===== config.mk =====
export PLATFORM = sky130hd
export DESIGN_NAME = irq_enable_priority_regs
export DESIGN_NICKNAME = d
export VERILOG_FILES = /design/src/irq_regs_pkg.sv /design/src/irq_enable_priority_regs.sv
export SDC_FILE = /design/constraint.sdc
export NUM_CORES = 1
export LEC_CHECK = 0
export BUFFER_PORTS_ARGS = -buffer_cell sky130_fd_sc_hd__buf_4
export CAP_MARGIN = 15
export CORE_MARGIN = 1
export CORE_UTILIZATION = 48
export DETAILED_ROUTE_END_ITERATION = 12
export GPL_TIMING_DRIVEN = 0
export PLACE_DENSITY = 0.86
export SETUP_SLACK_MARGIN = 0.15
export SLEW_MARGIN = 15
export SYNTH_ARGS = -nofsm -noshare
export SYNTH_HDL_FRONTEND = slang
export SYNTH_SLANG_ARGS = --single-unit

===== constraint.sdc =====
create_clock -name sys_clk -period 2.4 [get_ports sys_clk]
set_input_delay 0.24 -clock sys_clk [delete_from_list [all_inputs] [get_ports sys_clk]]
set_output_delay 0.24 -clock sys_clk [all_outputs]
set_load 0.05 [all_outputs]

===== src/irq_regs_pkg.sv =====
// Package of offsets, field layouts and reset values for the interrupt enable/priority bank
package irq_regs_pkg;

	// ----------------------------------------------------------------
	// Register byte offsets (one aligned word each)
	// ----------------------------------------------------------------
	localparam logic [7:0] OFS_ENABLE_TWO = 8'h00; // interrupt_enable_two
	localparam logic [7:0] OFS_PRIO_THREE = 8'h04; // interrupt_priority_three
	localparam logic [7:0] OFS_FLAGS = 8'h08; // Sticky request flags, write one to clear
	localparam logic [7:0] OFS_MASK = 8'h0c; // Mask gating flags onto irq_out
	localparam logic [7:0] OFS_FORWARD = 8'h10; // Forwarded (enabled) requests, read only

	// ----------------------------------------------------------------
	// Enable register bit positions
	// ----------------------------------------------------------------
	localparam int BIT_SERIAL2_ERR_EN = 0;
	localparam int BIT_SERIAL2_EVT_EN = 1;
	localparam int BIT_CAN_RX_EN = 2;
	localparam logic [15:0] ENABLE_IMPL_MASK = 16'h0007; // Bits held by this fragment
	localparam logic [15:0] ENABLE_RESET = 16'h0000;

	// ----------------------------------------------------------------
	// Priority register field positions
	// ----------------------------------------------------------------
	localparam int UART_TX_PRIO_LSB = 0;
	localparam int ADC_DONE_PRIO_LSB = 4;
	localparam int DMA_CH1_PRIO_LSB = 8;
	localparam int PRIO_W = 3;
	localparam logic [2:0] PRIO_RESET = 3'h4; // Mid priority after reset
	localparam logic [15:0] PRIO_IMPL_MASK = 16'h0777;
	localparam logic [15:0] PRIO_RESET_WORD = 16'h0444;

	// ----------------------------------------------------------------
	// Event count and flag layout
	// ----------------------------------------------------------------
	localparam int NUM_SRC = 3; // can_rx, serial2 event, serial2 error
	localparam logic [NUM_SRC-1:0] FLAG_RESET = 3'h0;

	// ----------------------------------------------------------------
	// AXI4-Lite responses
	// ----------------------------------------------------------------
	localparam logic [1:0] RESP_OKAY = 2'h0;
	localparam logic [1:0] RESP_SLVERR = 2'h2;

endpackage : irq_regs_pkg


===== src/irq_enable_priority_regs.sv =====
// Interrupt enable and priority register fragment with AXI4-Lite access
//
// Local design decisions: the register offsets and the AXI4-Lite register port.
`timescale 1ns/1ns
module irq_enable_priority_regs
	import irq_regs_pkg::*;
#(
	parameter int ADDR_W = 8
)
(
	input wire logic sys_clk,
	input wire logic rst_n,
	// AXI4-Lite write address
	input wire logic [ADDR_W-1:0] s_axi_awaddr,
	input wire logic s_axi_awvalid,
	output logic s_axi_awready,
	// AXI4-Lite write data
	input wire logic [31:0] s_axi_wdata,
	input wire logic [3:0] s_axi_wstrb,
	input wire logic s_axi_wvalid,
	output logic s_axi_wready,
	// AXI4-Lite write response
	output logic [1:0] s_axi_bresp,
	output logic s_axi_bvalid,
	input wire logic s_axi_bready,
	// AXI4-Lite read address
	input wire logic [ADDR_W-1:0] s_axi_araddr,
	input wire logic s_axi_arvalid,
	output logic s_axi_arready,
	// AXI4-Lite read data
	output logic [31:0] s_axi_rdata,
	output logic [1:0] s_axi_rresp,
	output logic s_axi_rvalid,
	input wire logic s_axi_rready,
	// Raw request pulses: [2] can rx, [1] serial2 event, [0] serial2 error
	input wire logic [irq_regs_pkg::NUM_SRC-1:0] irq_req,
	// Enabled requests passed on to arbitration
	output logic [irq_regs_pkg::NUM_SRC-1:0] irq_fwd,
	// Priority fields toward arbitration
	output logic [2:0] dma_ch1_done_prio,
	output logic [2:0] adc_done_prio,
	output logic [2:0] uart_tx_prio,
	// Level interrupt: any unmasked flag set
	output logic irq_out
);
	import irq_regs_pkg::*;

	// ----------------------------------------------------------------
	// State
	// ----------------------------------------------------------------
	logic [15:0] enable_ff; // interrupt_enable_two
	logic [15:0] nxt_enable;
	logic [15:0] prio_ff; // interrupt_priority_three
	logic [15:0] nxt_prio;
	logic [NUM_SRC-1:0] flag_ff; // Sticky request flags
	logic [NUM_SRC-1:0] nxt_flag;
	logic [NUM_SRC-1:0] mask_ff; // Interrupt mask
	logic [NUM_SRC-1:0] nxt_mask;
	logic [NUM_SRC-1:0] fwd_ff; // Registered forwarded requests
	logic [NUM_SRC-1:0] nxt_fwd;
	logic irq_ff;
	logic nxt_irq;

	// Write channel capture
	logic aw_held_ff; // Address captured, waiting for data
	logic nxt_aw_held;
	logic [ADDR_W-1:0] aw_addr_ff;
	logic [ADDR_W-1:0] nxt_aw_addr;
	logic w_held_ff; // Data captured, waiting for address
	logic nxt_w_held;
	logic [31:0] w_data_ff;
	logic [31:0] nxt_w_data;
	logic [3:0] w_strb_ff;
	logic [3:0] nxt_w_strb;
	logic bvalid_ff;
	logic nxt_bvalid;
	logic [1:0] bresp_ff;
	logic [1:0] nxt_bresp;
	// Read channel
	logic rvalid_ff;
	logic nxt_rvalid;
	logic [31:0] rdata_ff;
	logic [31:0] nxt_rdata;
	logic [1:0] rresp_ff;
	logic [1:0] nxt_rresp;

	// Combinational helpers
	logic do_write; // Both halves present this cycle
	logic [ADDR_W-1:0] wr_addr;
	logic [31:0] wr_data;
	logic [3:0] wr_strb;
	logic [15:0] wr_mask16; // Byte enables widened to a 16-bit mask

	// ----------------------------------------------------------------
	// Helpers
	// ----------------------------------------------------------------
	// Word-align an address so byte offsets within a word alias
	function automatic logic [7:0] word_ofs(input logic [ADDR_W-1:0] a);
		logic [7:0] w;
		w = 8'(a);
		return {w[7:2], 2'b00};
	endfunction : word_ofs

	// Merge new data into an old value under a bit mask
	function automatic logic [15:0] merge16(input logic [15:0] old, input logic [15:0] nw,
		input logic [15:0] m);
		return (old & ~m) | (nw & m);
	endfunction : merge16

	// ----------------------------------------------------------------
	// Write channel: accepts address and data in either order
	// ----------------------------------------------------------------
	// Ready only while that half is not yet held and no response waits
	assign s_axi_awready = !aw_held_ff && !bvalid_ff;
	assign s_axi_wready = !w_held_ff && !bvalid_ff;

	// Select captured or live halves
	always_comb
	begin
		wr_addr = aw_held_ff ? aw_addr_ff : s_axi_awaddr;
		wr_data = w_held_ff ? w_data_ff : s_axi_wdata;
		wr_strb = w_held_ff ? w_strb_ff : s_axi_wstrb;
		do_write = (aw_held_ff || (s_axi_awvalid && s_axi_awready))
			&& (w_held_ff || (s_axi_wvalid && s_axi_wready));
		wr_mask16 = {{8{wr_strb[1]}}, {8{wr_strb[0]}}};
	end

	// Capture halves and produce the response
	always_comb
	begin
		nxt_aw_held = aw_held_ff;
		nxt_aw_addr = aw_addr_ff;
		nxt_w_held = w_held_ff;
		nxt_w_data = w_data_ff;
		nxt_w_strb = w_strb_ff;
		nxt_bvalid = bvalid_ff;
		nxt_bresp = bresp_ff;
		if (do_write)
		begin
			// Complete the write; response one cycle later
			nxt_aw_held = 1'b0;
			nxt_w_held = 1'b0;
			nxt_bvalid = 1'b1;
			if ((word_ofs(wr_addr) == OFS_ENABLE_TWO) || (word_ofs(wr_addr) == OFS_PRIO_THREE)
				|| (word_ofs(wr_addr) == OFS_FLAGS) || (word_ofs(wr_addr) == OFS_MASK)
				|| (word_ofs(wr_addr) == OFS_FORWARD))
				nxt_bresp = RESP_OKAY;
			else
				nxt_bresp = RESP_SLVERR;
		end
		else
		begin
			// Hold whichever half arrived first
			if (s_axi_awvalid && s_axi_awready)
			begin
				nxt_aw_held = 1'b1;
				nxt_aw_addr = s_axi_awaddr;
			end
			if (s_axi_wvalid && s_axi_wready)
			begin
				nxt_w_held = 1'b1;
				nxt_w_data = s_axi_wdata;
				nxt_w_strb = s_axi_wstrb;
			end
		end
		if (bvalid_ff && s_axi_bready)
			nxt_bvalid = 1'b0;
	end

	// ----------------------------------------------------------------
	// Register file
	// ----------------------------------------------------------------
	// Writes to implemented bits only, so unused bits always read zero
	always_comb
	begin
		nxt_enable = enable_ff;
		nxt_prio = prio_ff;
		nxt_mask = mask_ff;
		nxt_flag = flag_ff;
		if (do_write)
		begin
			if (word_ofs(wr_addr) == OFS_ENABLE_TWO)
				nxt_enable = merge16(enable_ff, wr_data[15:0], wr_mask16 & ENABLE_IMPL_MASK);
			else if (word_ofs(wr_addr) == OFS_PRIO_THREE)
				nxt_prio = merge16(prio_ff, wr_data[15:0], wr_mask16 & PRIO_IMPL_MASK);
			else if (word_ofs(wr_addr) == OFS_MASK && wr_strb[0])
				nxt_mask = wr_data[NUM_SRC-1:0];
			else if (word_ofs(wr_addr) == OFS_FLAGS && wr_strb[0])
				nxt_flag = flag_ff & ~wr_data[NUM_SRC-1:0]; // Write one clears
		end
		// A request in the clearing cycle still sets the flag
		nxt_flag = nxt_flag | irq_req;
	end

	// ----------------------------------------------------------------
	// Forwarding and interrupt output
	// ----------------------------------------------------------------
	// Forward only while enabled; a disabled request is held in its flag
	always_comb
	begin
		nxt_fwd[BIT_CAN_RX_EN] = flag_ff[BIT_CAN_RX_EN] && enable_ff[BIT_CAN_RX_EN];
		nxt_fwd[BIT_SERIAL2_EVT_EN] = flag_ff[BIT_SERIAL2_EVT_EN]
			&& enable_ff[BIT_SERIAL2_EVT_EN];
		nxt_fwd[BIT_SERIAL2_ERR_EN] = flag_ff[BIT_SERIAL2_ERR_EN]
			&& enable_ff[BIT_SERIAL2_ERR_EN];
		nxt_irq = |(flag_ff & mask_ff);
	end

	// ----------------------------------------------------------------
	// Read channel: one read at a time, answer one cycle after address
	// ----------------------------------------------------------------
	assign s_axi_arready = !rvalid_ff;

	always_comb
	begin
		nxt_rvalid = rvalid_ff;
		nxt_rdata = rdata_ff;
		nxt_rresp = rresp_ff;
		if (s_axi_arvalid && s_axi_arready)
		begin
			nxt_rvalid = 1'b1;
			nxt_rresp = RESP_OKAY;
			if (word_ofs(s_axi_araddr) == OFS_ENABLE_TWO)
				nxt_rdata = {16'h0000, enable_ff};
			else if (word_ofs(s_axi_araddr) == OFS_PRIO_THREE)
				nxt_rdata = {16'h0000, prio_ff};
			else if (word_ofs(s_axi_araddr) == OFS_FLAGS)
				nxt_rdata = {29'h0, flag_ff};
			else if (word_ofs(s_axi_araddr) == OFS_MASK)
				nxt_rdata = {29'h0, mask_ff};
			else if (word_ofs(s_axi_araddr) == OFS_FORWARD)
				nxt_rdata = {29'h0, fwd_ff};
			else
			begin
				// Unmapped address: zero data with an error answer
				nxt_rdata = 32'h0000_0000;
				nxt_rresp = RESP_SLVERR;
			end
		end
		else if (rvalid_ff && s_axi_rready)
			nxt_rvalid = 1'b0;
	end

	// ----------------------------------------------------------------
	// Flip-flops
	// ----------------------------------------------------------------
	// Reset values are constants only
	always_ff @(posedge sys_clk or negedge rst_n)
	begin
		if (!rst_n)
		begin
			enable_ff <= ENABLE_RESET;
			prio_ff <= PRIO_RESET_WORD;
			flag_ff <= FLAG_RESET;
			mask_ff <= '0;
			fwd_ff <= '0;
			irq_ff <= 1'b0;
			aw_held_ff <= 1'b0;
			aw_addr_ff <= '0;
			w_held_ff <= 1'b0;
			w_data_ff <= 32'h0000_0000;
			w_strb_ff <= 4'h0;
			bvalid_ff <= 1'b0;
			bresp_ff <= RESP_OKAY;
			rvalid_ff <= 1'b0;
			rdata_ff <= 32'h0000_0000;
			rresp_ff <= RESP_OKAY;
		end
		else
		begin
			enable_ff <= nxt_enable;
			prio_ff <= nxt_prio;
			flag_ff <= nxt_flag;
			mask_ff <= nxt_mask;
			fwd_ff <= nxt_fwd;
			irq_ff <= nxt_irq;
			aw_held_ff <= nxt_aw_held;
			aw_addr_ff <= nxt_aw_addr;
			w_held_ff <= nxt_w_held;
			w_data_ff <= nxt_w_data;
			w_strb_ff <= nxt_w_strb;
			bvalid_ff <= nxt_bvalid;
			bresp_ff <= nxt_bresp;
			rvalid_ff <= nxt_rvalid;
			rdata_ff <= nxt_rdata;
			rresp_ff <= nxt_rresp;
		end
	end

	// ----------------------------------------------------------------
	// Outputs
	// ----------------------------------------------------------------
	assign s_axi_bvalid = bvalid_ff;
	assign s_axi_bresp = bresp_ff;
	assign s_axi_rvalid = rvalid_ff;
	assign s_axi_rdata = rdata_ff;
	assign s_axi_rresp = rresp_ff;
	assign irq_fwd = fwd_ff;
	assign irq_out = irq_ff;
	assign dma_ch1_done_prio = prio_ff[DMA_CH1_PRIO_LSB +: PRIO_W];
	assign adc_done_prio = prio_ff[ADC_DONE_PRIO_LSB +: PRIO_W];
	assign uart_tx_prio = prio_ff[UART_TX_PRIO_LSB +: PRIO_W];

endmodule : irq_enable_priority_regs


==> flow_metrics.tcl <==
set metrics [dict create \
    status "finished, final reports clean" \
    busiest_layer "met2" \
    grtUsageMet3_pct 5.00 \
    synth_largest_area_cell "dfrtp_1" \
    syn_area_per_cell_um2 11.9 \
    wl_mm 5.45 \
    cts_setup_buffers 0 \
    netlist_area_um2 2700 \
    die_x_um 77.0 \
    drtPass1Iterations 4 \
    clk_latency_ns 0.30 \
    cts_inserted_buffers 5 \
    layout.area.seq_um2 1360 \
    vdd_drop_max_uv 710 \
    cp-startpoint "aw_held_ff" \
    syn_to_final_growth_pct 27.7 \
    layout.nets 381 \
    ys_top_cells_by_area "dfrtp_1 47%, mux2_2 18%, buf_4 7.0%" \
    rows 26 \
    multi_input_area_um2 1180 \
    max-clock-path-buffers 2 \
    cp_data_arrival_time_ns 2.35 \
    fin_hold_ws_ns 0.111 \
    worstMarginPinSlew_ns 0.674 \
    start_util_pct 51.2 \
    cts_sinks 54 \
    hold_viol_final 0 \
    fmax_ghz 0.463 \
    drive_gt1_share_pct 46.3 \
    setup_violations 0 \
    dp_hpwl_mm 4.22 \
    cts_tree "done" \
    r2r_start "aw_held_ff" \
    drv_cap 0 \
    clk_pin_slew_worst_paths_ns 0.09 \
    slew_headroom_pct 55.0 \
    hold_path.class "input port to flop" \
    end_kind "flop" \
    fin_crit_sh_pct 90.0 \
    critPathMaxFanout 8 \
    gp_congestion 0.886 \
    grt.overflow.total 0 \
    ioPinCount 116 \
    diodes 0 \
    worstSetupPathType "flop to flop" \
    min_from "s_axi_bready" \
    vias 1948 \
    chipHeight_um 77.0 \
    dieArea_um2 5930 \
    drtIter0Drc 94 \
    root_buffer "clkbuf_8" \
    fin_skew_ns 0.00726 \
    required_ns 2.59 \
    fillers 445 \
    timing.final.max_slew_violations 0 \
    vias_per_cell 4.99 \
    grt_pass1_wl_mm 9.05 \
    yosysUniqueCellTypes 41 \
    grt_max_degree 55 \
    p_leak_uw 0.00170 \
    syn_inst 227 \
    drt-wirelength-per-cell_um 14.0 \
    antenna_found_initial 0 \
    setup-tns-final_ns 0 \
    grt_util_all_layers_pct 19.3 \
    gr-usage-met2_pct 33.8 \
    synth-seq-cells 54 \
    min_path_cells 2 \
    ys_warn_count 0 \
    powerDensity_nw_per_um2 1030 \
    ant_nets 0 \
    start_kind "flop" \
    grt_pass1_vias 1898 \
    reg2reg_depth 5 \
    post-route-min-period_ns 2.16 \
    core_um2 5270 \
    post-route-drc-count 0 \
    synth_top_cell_area_share_pct 47.3 \
    portBuffers 60 \
    rsz0062_at_grt "false" \
    grt_use_met1_pct 23.6 \
    htreeDepth 2 \
    seq_area_frac_synth_pct 50.2 \
]
[area by class of cell]
cell class | instances | share of cell area, %
Buffer | 34 | 6.68
Sequential cell | 54 | 39.3
Tap cell | 70 | 2.54
Timing Repair Buffer | 61 | 13.4
Inverter | 7 | 0.762
Clock buffer | 8 | 3.19
Multi-Input combinational cell | 156 | 34.2
[worst paths after layout]
check / endpoint / slack [ns]
worst max-delay path: mask_ff[0] / 0.24
worst min-delay path: s_axi_bvalid / 0.11
worst max register to register: mask_ff[0] / 0.24
worst min register to register: s_axi_rresp[1] / 0.48
max in group asynchronous: s_axi_rvalid / 1.44
min in group asynchronous: w_data_ff[4] / 0.50
[critical path, stage by stage (launching register included)]
cell and delay (ns):
dfrtp_1 0.38, buf_6 0.13, or4_4 0.56, a211oi_4 0.37, and3_4 0.27, mux2_2 0.33
[logic make-up after synthesis]
family	count (synthesis)	share of synthesized area [%]
compound gates	31	9.18
buf+inv	41	9.50
flops	54	50.2
mux	49	20.1
other cells	1	0.139
simple gates	51	10.8
[synthesized netlist by cell type]
master	instances
nor2_1	10
nand2b_1	2
o211ai_1	1
dfrtp_1	51
a31oi_1	2
nand3_4	1
dfstp_2	3
a221o_1	3
a21o_1	1
a222oi_1	1
conb_1	1
a41oi_1	1
inv_1	7
or4_4	1
mux2_2	42
nor3_1	2
and3_4	1
a211oi_4	1
clkbuf_1	7
o22a_1	1
or4b_1	1
buf_2	1
o2111ai_1	1
a21oi_1	4
buf_6	1
a32o_1	1
and2_1	3
o21a_1	2
and3_1	2
nand3_1	6
nor2b_1	4
o22ai_1	2
or2_2	3
o21ai_0	3
a22o_1	7
buf_4	25
nor4b_1	1
mux2i_1	7
nand4_1	4
nand2_1	9
nand3_2	1
[power by group]
group | total [µW] | switching [µW] | internal (µW)
Combinational | 1560 | 944 | 618
Clock | 574 | 282 | 292
Sequential | 1400 | 192 | 1210
Total | 3540 | 1420 | 2120
[metal layers]
layer,wire (µm),vias up,part of all wire [%]
li1,-,943,-
met1,2270,921,42
met2,2740,79,50
met3,384,5,7.1
met4,46,0,0.84
met5,0,-,0
[through the flow]
step | power (µW) | std cells | instance area (µm²) | utilization (%) | setup WS [ns]
finish | 3540 | 390 | 3450 | 65.4 | 0.241
global route | 3710 | 390 | 3450 | 65.4 | 0.165
CTS | 3560 | 390 | 3450 | 65.4 | 0.230
detailed placement | 2980 | 381 | 3330 | 63.1 | 0.251
global placement | 2910 | 381 | 3330 | 63.1 | 0.298
floorplan | 2540 | 251 | 2790 | - | 0.201
[what timing repair did]
action,4_1_cts,5_1_grt
endpoints found under the hold margin,27,0
gates resized for setup,0,0
hold buffers,1,0
[cells in the final DEF, fill, tap and decap left out, types with 3 or more instances in the layout]
| master | n |
|---|---|
| nor2b_1 | 4 |
| o21ai_0 | 3 |
| a21oi_1 | 4 |
| mux2_2 | 42 |
| nand4_1 | 4 |
| clkbuf_1 | 7 |
| and2_1 | 3 |
| dfstp_2 | 3 |
| dfrtp_1 | 51 |
| nor2_1 | 10 |
| inv_1 | 7 |
| or2_2 | 3 |
| clkbuf_8 | 8 |
| conb_1 | 25 |
| buf_4 | 85 |
| a221o_1 | 3 |
| nand2_1 | 9 |
| mux2i_1 | 7 |
| nand3_1 | 6 |
| a22o_1 | 7 |
(Power assumes the default switching activity.)
